[src/hw/apnm_regs.svh]
/*
  Timing and layout constants for the page-mode memory host port.
  Assumes a 100 MHz controller clock.
*/
`ifndef APNM_REGS_SVH
`define APNM_REGS_SVH
`define APNM_CLK_PERIOD_NS 10
`define APNM_T_RC_NS       70
`define APNM_T_PRC_NS      15
`define APNM_T_WC_NS       320
`define APNM_T_PWC_NS      15
`define APNM_CYC(ns) (((ns) + `APNM_CLK_PERIOD_NS - 1) / `APNM_CLK_PERIOD_NS)
`define APNM_PAGE_LSB      2
`define APNM_CNT_W         6
`endif

[src/hw/apnm_pkg.sv]
/*
  Types for the page-mode memory host port.
  Assumes nothing beyond the constants header.
*/
package apnm_pkg;
  typedef enum logic [2:0] {
    APNM_IDLE  = 3'b000,
    APNM_RSTB  = 3'b001,
    APNM_READ  = 3'b011,
    APNM_WRITE = 3'b010,
    APNM_WEHI  = 3'b110,
    APNM_END   = 3'b111
  } apnm_state_t;
endpackage

[src/hw/apnm_host.sv]
/*
  Host controller for an asynchronous page-mode non-volatile memory:
  issues word/byte reads and writes on the device pins, pacing each access.
  Assumes the device pins are driven straight from these flip-flops and
  that the data bus wire is resolved outside from data_lines_oe_out.
*/
`timescale 1ns/1ns
`include "apnm_regs.svh"
module apnm_host #(
  parameter int ADDR_W = 21,
  parameter int DATA_W = 16
) (
  // Clock and reset
  input  wire logic                 ref_clk_in,
  input  wire logic                 resetn_in,
  // User request port
  input  wire logic                 req_valid_in,
  input  wire logic                 req_write_in,
  input  wire logic [ADDR_W-1:0]    req_addr_in,
  input  wire logic [DATA_W-1:0]    req_wdata_in,
  input  wire logic [1:0]           req_lanes_in,
  input  wire logic                 req_last_in,
  input  wire logic                 init_req_in,
  output logic                      req_ready_out,
  output logic                      rsp_valid_out,
  output logic [DATA_W-1:0]         rsp_rdata_out,
  // Device pins
  output logic                      chip_sel_n_out,
  output logic                      write_n_out,
  output logic                      out_gate_n_out,
  output logic                      low_lane_n_out,
  output logic                      high_lane_n_out,
  output logic                      init_n_out,
  output logic [ADDR_W-1:0]         word_address_out,
  input  wire logic [DATA_W-1:0]    data_lines_in,
  output logic [DATA_W-1:0]         data_lines_out,
  output logic [DATA_W-1:0]         data_lines_oe_out
);
  import apnm_pkg::*;

  localparam logic [`APNM_CNT_W-1:0] RC_CYC  = `APNM_CNT_W'(`APNM_CYC(`APNM_T_RC_NS));
  localparam logic [`APNM_CNT_W-1:0] PRC_CYC = `APNM_CNT_W'(`APNM_CYC(`APNM_T_PRC_NS));
  localparam logic [`APNM_CNT_W-1:0] WC_CYC  = `APNM_CNT_W'(`APNM_CYC(`APNM_T_WC_NS));
  localparam logic [`APNM_CNT_W-1:0] PWC_CYC = `APNM_CNT_W'(`APNM_CYC(`APNM_T_PWC_NS));
  // Select must still be low this many sampled cycles after a new-page write opens
  localparam int WC_HOLD = `APNM_CYC(`APNM_T_WC_NS) - 1;

  if (DATA_W != 16 || ADDR_W <= `APNM_PAGE_LSB) begin : g_bad_width
    $error("apnm_host: unsupported width");
  end

  apnm_state_t              state_r;
  logic [`APNM_CNT_W-1:0]   cnt_r;
  logic                     open_r;
  logic                     is_wr_r;
  logic [ADDR_W-1:0]        page_r;
  logic [DATA_W-1:0]        wdata_r;
  logic [1:0]               lanes_r;
  logic                     last_r;
  logic                     same_page;
  logic                     lane_lo;
  logic                     lane_hi;

  // Page compare ignores the in-page word bits
  assign same_page = open_r && (req_write_in == is_wr_r) &&
    (req_addr_in[ADDR_W-1:`APNM_PAGE_LSB] == page_r[ADDR_W-1:`APNM_PAGE_LSB]);
  assign req_ready_out = (state_r == APNM_IDLE || state_r == APNM_END) && !init_req_in;
  assign lane_lo = lanes_r[0];
  assign lane_hi = lanes_r[1];

  // Sequencer; select stays low across a page burst so in-page timing applies
  always_ff @(posedge ref_clk_in or negedge resetn_in) begin
    if (!resetn_in) begin
      state_r <= APNM_IDLE;
      cnt_r   <= '0;
      open_r  <= 1'b0;
      is_wr_r <= 1'b0;
      page_r  <= '0;
      wdata_r <= '0;
      lanes_r <= 2'b00;
      last_r  <= 1'b1;
    end else begin
      case (state_r)
        APNM_IDLE, APNM_END: begin
          if (init_req_in && !open_r) begin
            state_r <= APNM_RSTB;
            cnt_r   <= WC_CYC;
          end else if (req_valid_in && req_ready_out) begin
            is_wr_r <= req_write_in;
            page_r  <= req_addr_in;
            wdata_r <= req_wdata_in;
            lanes_r <= req_lanes_in;
            last_r  <= req_last_in;
            open_r  <= 1'b1;
            if (req_write_in) begin
              state_r <= APNM_WRITE;
              cnt_r   <= same_page ? PWC_CYC : WC_CYC;
            end else begin
              state_r <= APNM_READ;
              cnt_r   <= same_page ? PRC_CYC : RC_CYC;
            end
          end else if (open_r && state_r == APNM_IDLE) begin
            open_r <= 1'b0; // No follow-on request: close and commit
          end else begin
            state_r <= APNM_IDLE;
          end
        end
        APNM_RSTB: begin
          cnt_r <= cnt_r - 1'b1;
          if (cnt_r == 1) state_r <= APNM_IDLE;
        end
        APNM_WRITE: begin
          cnt_r <= cnt_r - 1'b1;
          if (cnt_r == 1) state_r <= APNM_WEHI;
        end
        APNM_READ: begin
          // One edge longer than a write: the pins lag the loaded count by an edge,
          // so ending at zero keeps the full access time before data is sampled
          cnt_r <= cnt_r - 1'b1;
          if (cnt_r == '0) begin
            state_r <= APNM_END;
            if (last_r) open_r <= 1'b0;
          end
        end
        APNM_WEHI: begin
          state_r <= APNM_END; // Strobe high at least three cycles before the next fall
          if (last_r) open_r <= 1'b0;
        end
        default: state_r <= APNM_IDLE;
      endcase
    end
  end

  // Pin drive; select held high from reset until an access opens
  always_ff @(posedge ref_clk_in or negedge resetn_in) begin
    if (!resetn_in) begin
      chip_sel_n_out   <= 1'b1;
      write_n_out      <= 1'b1;
      out_gate_n_out   <= 1'b1;
      low_lane_n_out   <= 1'b1;
      high_lane_n_out  <= 1'b1;
      init_n_out       <= 1'b1;
      word_address_out <= '0;
      data_lines_out   <= '0;
      data_lines_oe_out <= '0;
    end else begin
      chip_sel_n_out  <= !(open_r || state_r == APNM_READ || state_r == APNM_WRITE
                           || state_r == APNM_WEHI);
      init_n_out      <= !(state_r == APNM_RSTB);
      // Strobe falls with the settled address and rises to latch data
      write_n_out     <= !(state_r == APNM_WRITE && cnt_r != 1);
      out_gate_n_out  <= !(state_r == APNM_READ);
      low_lane_n_out  <= !((state_r == APNM_READ || state_r == APNM_WRITE) && lane_lo);
      high_lane_n_out <= !((state_r == APNM_READ || state_r == APNM_WRITE) && lane_hi);
      // Address moves at the take edge, a full cycle before the strobe falls
      if (req_valid_in && req_ready_out)
        word_address_out <= req_addr_in;
      data_lines_out  <= wdata_r;
      // Drive only enabled lanes while writing; lanes float for reads
      data_lines_oe_out <= (state_r == APNM_WRITE)
        ? {{8{lane_hi}}, {8{lane_lo}}} : '0;
    end
  end

  // Read capture on the last cycle of the access window
  always_ff @(posedge ref_clk_in or negedge resetn_in) begin
    if (!resetn_in) begin
      rsp_valid_out <= 1'b0;
      rsp_rdata_out <= '0;
    end else begin
      rsp_valid_out <= (state_r == APNM_READ && cnt_r == '0);
      if (state_r == APNM_READ && cnt_r == '0)
        rsp_rdata_out <= {lane_hi ? data_lines_in[15:8] : 8'h00,
                          lane_lo ? data_lines_in[7:0]  : 8'h00};
    end
  end

  chk_float_on_read: assert property (@(posedge ref_clk_in) disable iff (!resetn_in)
    !out_gate_n_out |-> data_lines_oe_out == '0) else $error("bus driven during read");
  chk_idle_select: assert property (@(posedge ref_clk_in) disable iff (!resetn_in)
    chip_sel_n_out |-> (write_n_out && data_lines_oe_out == '0)) else $error("active while deselected");
  chk_write_lanes: assert property (@(posedge ref_clk_in) disable iff (!resetn_in)
    (!write_n_out && low_lane_n_out) |-> data_lines_oe_out[7:0] == 8'h00)
    else $error("lower lane driven while disabled");
  chk_write_hilane: assert property (@(posedge ref_clk_in) disable iff (!resetn_in)
    (!write_n_out && high_lane_n_out) |-> data_lines_oe_out[15:8] == 8'h00)
    else $error("upper lane driven while disabled");
  chk_write_sel: assert property (@(posedge ref_clk_in) disable iff (!resetn_in)
    !write_n_out |-> !chip_sel_n_out) else $error("strobe without select");
  chk_read_min: assert property (@(posedge ref_clk_in) disable iff (!resetn_in)
    $fell(out_gate_n_out) |-> !out_gate_n_out[*2]) else $error("read window too short");
  chk_write_min: assert property (@(posedge ref_clk_in) disable iff (!resetn_in)
    ($fell(chip_sel_n_out) && $fell(write_n_out)) |-> ##WC_HOLD !chip_sel_n_out)
    else $error("write cycle too short");
  chk_page_addr: assert property (@(posedge ref_clk_in) disable iff (!resetn_in)
    (!write_n_out && $past(!write_n_out)) |-> $stable(word_address_out))
    else $error("address moved under strobe");
  chk_no_lanes: assert property (@(posedge ref_clk_in) disable iff (!resetn_in)
    (!write_n_out && low_lane_n_out && high_lane_n_out) |-> data_lines_oe_out == '0)
    else $error("bus driven with no lane");
  chk_read_resp: assert property (@(posedge ref_clk_in) disable iff (!resetn_in)
    $fell(out_gate_n_out) |-> ##[1:8] rsp_valid_out) else $error("read answer missing");
  chk_init_pulse: assert property (@(posedge ref_clk_in) disable iff (!resetn_in)
    !init_n_out |-> chip_sel_n_out) else $error("init with select low");
endmodule // apnm_host

[config.mk]
export PLATFORM = sky130hd
export DESIGN_NAME = apnm_host
export DESIGN_NICKNAME = d
export VERILOG_FILES = /design/src/hw/apnm_pkg.sv /design/src/hw/apnm_host.sv
export VERILOG_INCLUDE_DIRS = /design/src /design/src/hw
export SDC_FILE = /design/constraint.sdc
export NUM_CORES = 1
export LEC_CHECK = 0
export BUFFER_PORTS_ARGS = -buffer_cell sky130_fd_sc_hd__buf_2
export CAP_MARGIN = 20
export CORE_MARGIN = 10
export CORE_UTILIZATION = 46
export CTS_CLUSTER_DIAMETER = 80
export DETAILED_ROUTE_END_ITERATION = 10
export PLACE_DENSITY_LB_ADDON = 0.12
export SYNTH_ARGS = -nofsm -noshare
export SYNTH_HDL_FRONTEND = slang
export SYNTH_SLANG_ARGS = --single-unit
export TNS_END_PERCENT = 50
[constraint.sdc]
create_clock -name ref_clk_in -period 1.6 [get_ports ref_clk_in]
set_input_delay 0.08 -clock ref_clk_in [delete_from_list [all_inputs] [get_ports ref_clk_in]]
set_output_delay 0.08 -clock ref_clk_in [all_outputs]
set_load 0.005 [all_outputs]
# == Yosys cells after proc, flatten, opt, wreduce, memory -nomap -nowiden ==
# Cells that the tools add are included.
# word_totals
reg_bits,127
inputBits,61
output_inout_bits,77
elab_cells,93
# classes
add_sub_neg,1
n_eq_ne,16
mux,23
n_bitwise,1
n_reduce_logical,33
# ops
operator,count
$mux W6,4
$mux W3,7
$eq A19 B19 Y1,1
$mux W16,1
$mux W8,2
$pmux W3 S5,1
$pmux W6 S2,1
$logic_and A1 B1 Y1,10
$logic_not A1 Y1,8
$ne A2 B2 Y1 const B,4
$reduce_and A4 Y1,2
$eq A3 B2 Y1 const B,2
$eq A3 B3 Y1 const B,2
$eq A6 B1 Y1 const B,1
$logic_not A6 Y1,1
$mux W1,6
$ne A3 B3 Y1 const B,2
$ne A6 B1 Y1 const B,1
$sub A6 B1 Y6 const B,1
$logic_or A1 B1 Y1,5
$ne A4 B4 Y1 const B,1
$eq A3 B1 Y1 const B,1
$logic_not A3 Y1,1
$pmux W1 S3,1
other kinds (8),8

# == Logic depth before layout (Yosys ltp) ==
# depth
depth_word,8
ltp_mapped,7
mapped_depth_nobuf,6

# == Worst setup path after synthesis ==
# OpenSTA, ideal clock, no wires.
# synth_path
path_type,flip-flop to flip-flop
from,register state_r[0]
to,register cnt_r[1]
setup_time_ns,0.119
arrival_time_ns,1.361
required_ns,1.481
slack_ns,0.120
stages_incl_launch_ff,7
path_buffers,1
synth_period_minus_slack_ns,1.480
path_cell_list,dfrtp_1 buf_4 nand2_1 a22oi_2 nor2_1 or3_1 o21a_1
# synth_between
elab_chain_cells,6
word_cells_on_any_way,14
classes_between,5 x eq/ne; 1 x mux; 8 x reduce/logical
# synth_lines
element,line,source
"start, declared",apnm_host.sv:52,apnm_state_t state_r;
"start signal, assigned",apnm_host.sv:74,state_r <= APNM_IDLE;
"start signal, assigned",apnm_host.sv:86,state_r <= APNM_RSTB;
"start signal, assigned",apnm_host.sv:96,state_r <= APNM_WRITE;
$eq A3 B3 Y1 or $logic_not A3 Y1 (tied branches),"apnm_host.sv:67, apnm_host.sv:83",
$logic_or A1 B1 Y1,apnm_host.sv:67,assign req_ready_out = (state_r == APNM_IDLE || state_r == APNM_END) && !init_req_in;
$logic_and A1 B1 Y1,apnm_host.sv:67,
$logic_and A1 B1 Y1,apnm_host.sv:88,end else if (req_valid_in && req_ready_out) begin
$ne A3 B3 Y1 (no source line),-,
$reduce_and A2 Y1 (no source line),-,
"end signal, assigned",apnm_host.sv:97,cnt_r <= same_page ? PWC_CYC : WC_CYC;
"end signal, assigned",apnm_host.sv:100,cnt_r <= same_page ? PRC_CYC : RC_CYC;
"end signal, assigned",apnm_host.sv:109,cnt_r <= cnt_r - 1'b1;
"end, declared",apnm_host.sv:53,logic [`APNM_CNT_W-1:0] cnt_r;
# Parallel ways exist; a longest one is shown, timed or not.
# A chain may end at the register's enable or synchronous reset.

# == Worst setup path in the final report ==
# layout_path
from,register state_r[0]
to,register state_r[0]
# layout_between
elab_chain_cells,7
word_cells_on_any_way,19
classes_between,9 x eq/ne; 3 x mux; 7 x reduce/logical
# layout_lines
element,line,source
$eq A3 B3 Y1 or $logic_not A3 Y1 (tied branches),"apnm_host.sv:67, apnm_host.sv:83, apnm_host.sv:102",
$logic_or A1 B1 Y1,apnm_host.sv:67,
$logic_and A1 B1 Y1,apnm_host.sv:67,
$logic_and A1 B1 Y1,apnm_host.sv:88,
$mux W3,apnm_host.sv:88,
$mux W3,apnm_host.sv:85,if (init_req_in && !open_r) begin
$pmux W3 S5,apnm_host.sv:83,case (state_r)
# Parallel ways exist; a longest one is shown, timed or not.

==> results.toml <==
[worst_setup_path]
crit_start = "state_r[0]"
crit_arrival_ps = 1840
critPathBufInv = 2
critPathMaxStageDelay_ps = 480
r2r-start = "state_r[0]"
slowest_stage = "dfrtp_2"
start_kind = "flip-flop"
crit_fanout = 8
crit_top_cell = "buf_4"
path_cells = "buf_4 -> buf_4 -> mux2i_1 -> o21ai_0 -> a221oi_2 -> o21ai_1"
cp_top_family = "compound AO/OA/AOI/OAI gates"
critPathRequiredTime_ps = 1850
critPathCaptureType = "flip-flop"
crit_type = "flip-flop to flip-flop"

[timing]
finalCritPeriodShare = 0.9956
relSlewSlack = 0.6603
fmax_ghz = 0.6278
hold_viol_final = 0
slew_viol_final = 0
tightest_slew_ps = 509.6
finClkSkew_ps = 9.247
whs_ps = 183.6
rsz0062_at_grt = "yes"
worst_slack_ps = 7.009
min_period_ps = 1593
setup_viol = 0

[yosys]
seq_area_frac_synth = 0.6147
async_flop_share = 1.000
synth_ff_type = "dfrtp_1"
ys_seq_elements = 111
yosys_warnings = 0
synth_cells = 471
syn-cell-area_um2 = 4533
yosysUniqueCellTypes = 40
synth_nets = 534
synth_area_per_cell_um2 = 9.624
synth-edff-count = 0

[drt]
dr_total_vias = 3827
first_iter_violations = 157
drcViolationCount = 0
ant_nets = 0
drt_first_pass_iters = 4
drt-total-wl_mm = 11.49
avgViaCountPerCell = 4.713
wl_per_cell_um = 14.15

[outcome]
status = "finished, final reports clean"

[clocking]
cts_buffers = 9
cts.sinks = 111
cts_tree = "yes"
ctsHtreeMaxLevel = 3
clk_pin_slew_ps = 90
cts_root_buffer = "clkbuf_8"
insertion_delay_ps = 370
cts_buffer_depth = 2

[placement]
gp_congestion = 0.8158
io_buffers = 137
place_inst = 730
place_ws_ps = -66.19
dp.final_hpwl_mm = 7.959

[floorplanning]
die_h_um = 119.3
start_util = 0.4681
die-area_um2 = 14230
fp.dieW_um = 119.3
row_count = 36
io-pin-count = 138
core_region_area_um2 = 9684

[power]
vdd_drop_max_v = 0.0008384
power_density_nw_per_um2 = 1694
power_mw = 10.66
power_leakage_nw = 3.332

[finish]
num-nets-final = 736
post-route-util = 0.6500
layout_commonest_cell = "nand2_1"
instances_no_fill = 812
area_growth_pct = 38.86
drive_above_1_share = 0.3097
layout_common_cells = "nand2_1 (205), buf_2 (136), dfrtp_1 (100), dlygate4sd3_1 (58), buf_4 (25)"

[grt]
grt_overflow = 0
antenna_found_initial = 1
grt_pass1_wl_mm = 19.08
grt_pass1_vias = 3940
grt_max_degree = 61
grt_usage = 0.1629

[job]
maxCapViolations = 0

[worst_hold_path]
hold_start = "init_req_in"
min_path_type = "input pin to flip-flop"
[area by class of cell]
class | count | area (um2)
timing repair buffer | 224 | 1534
fill | 791 | 3390
inverter | 5 | 18.77
clock inverter | 5 | 35.03
clock buffer | 11 | 141.4
antenna | 1 | 2.502
tap | 133 | 166.4
multi-input combinational | 322 | 1605
sequential | 111 | 2791
[worst reg2reg max path, cell delays in order, from the launching register on]
cell and delay (ps):
dfrtp_2 480, buf_4 160, buf_4 140, mux2i_1 130
o21ai_0 140, a221oi_2 320, o21ai_1 110
[cells in the mapped netlist (2+ instances only)]
cell | n | area share
nand4_1 | 5 | 0.0069
clkbuf_1 | 6 | 0.0050
a22oi_1 | 2 | 0.0033
ha_1 | 2 | 0.0055
inv_1 | 5 | 0.0041
buf_2 | 12 | 0.013
xor2_1 | 8 | 0.015
nand3_1 | 2 | 0.0022
nor2_2 | 2 | 0.0028
dfstp_2 | 7 | 0.041
a21oi_1 | 8 | 0.0088
dfrtp_1 | 104 | 0.57
buf_4 | 15 | 0.025
nor2_1 | 14 | 0.012
xnor2_1 | 14 | 0.027
o21ai_0 | 26 | 0.029
nand2_1 | 208 | 0.17
nor2b_1 | 2 | 0.0028
o21ai_1 | 3 | 0.0033
nand2b_1 | 3 | 0.0041
nor4_1 | 2 | 0.0028
and2_1 | 2 | 0.0028
nor3_1 | 2 | 0.0022
[timing repair]
item                                    CTS  global route
pin swaps                                 2             9
endpoints found under the setup margin    5            13
endpoints found under the hold margin   105             0
setup buffers                             2             5
gates resized for setup                  11             9
hold buffers                             58             0
[final timing paths]
kind                                          end  slack [ps]  cells after the start
worst max register to register         state_r[0]           7                      6
max in group asynchronous                  last_r         770                      3
worst min-delay path                     cnt_r[0]         180                      4
worst min register to register  data_lines_out[0]         380                      0
min in group asynchronous           rsp_valid_out         230                      2
worst max-delay path                   state_r[0]           7                      6
[per-layer routing]
metal | up-vias | GRT usage | share of wire
li1 | 1890 | - | -
met3 | 18 | 0.04535 | 0.068
met1 | 1802 | 0.1885 | 0.41
met4 | 0 | 0.07252 | 0.023
met5 | - | 0 | 0
met2 | 117 | 0.2759 | 0.50
[cell families (layout without fill, tap and decap cells)]
family	Yosys count	count (layout)	synth area share
AND/OR/NAND/NOR	249	249	0.2261
flip-flops	111	111	0.6147
AO/OA/AOI/OAI	47	47	0.05962
buffers and inverters	38	245	0.04720
XOR/XNOR	22	22	0.04251
adder cells (fa/ha/maj)	3	3	0.007728
multiplexers	1	1	0.002208
other	0	1	0
[flip-flops by register name (all words and copies together) (netlist names), 2 cells and up]
signal / flops
cnt_r: 6
data_lines_oe_out: 2
data_lines_out: 16
lanes_r: 2
page_r: 19
rsp_rdata_out: 16
state_r: 3
wdata_r: 16
word_address_out: 21
[power breakdown]
group | total (mW) | switching (mW) | internal, mW
registers | 4.99 | 0.843 | 4.15
clock network | 1.52 | 0.914 | 0.611
logic | 4.15 | 2.10 | 2.05
[metrics by stage]
stage	TNS, ps	area [um2]
2_1_floorplan	0	4533
3_3_place_gp	-23.98	5424
3_5_place_dp	-231.3	5424
4_1_cts	-15.96	6240
5_1_grt	-582.4	6295
6_report	0	6295
Note: power is estimated with default switching activity, not from simulation.
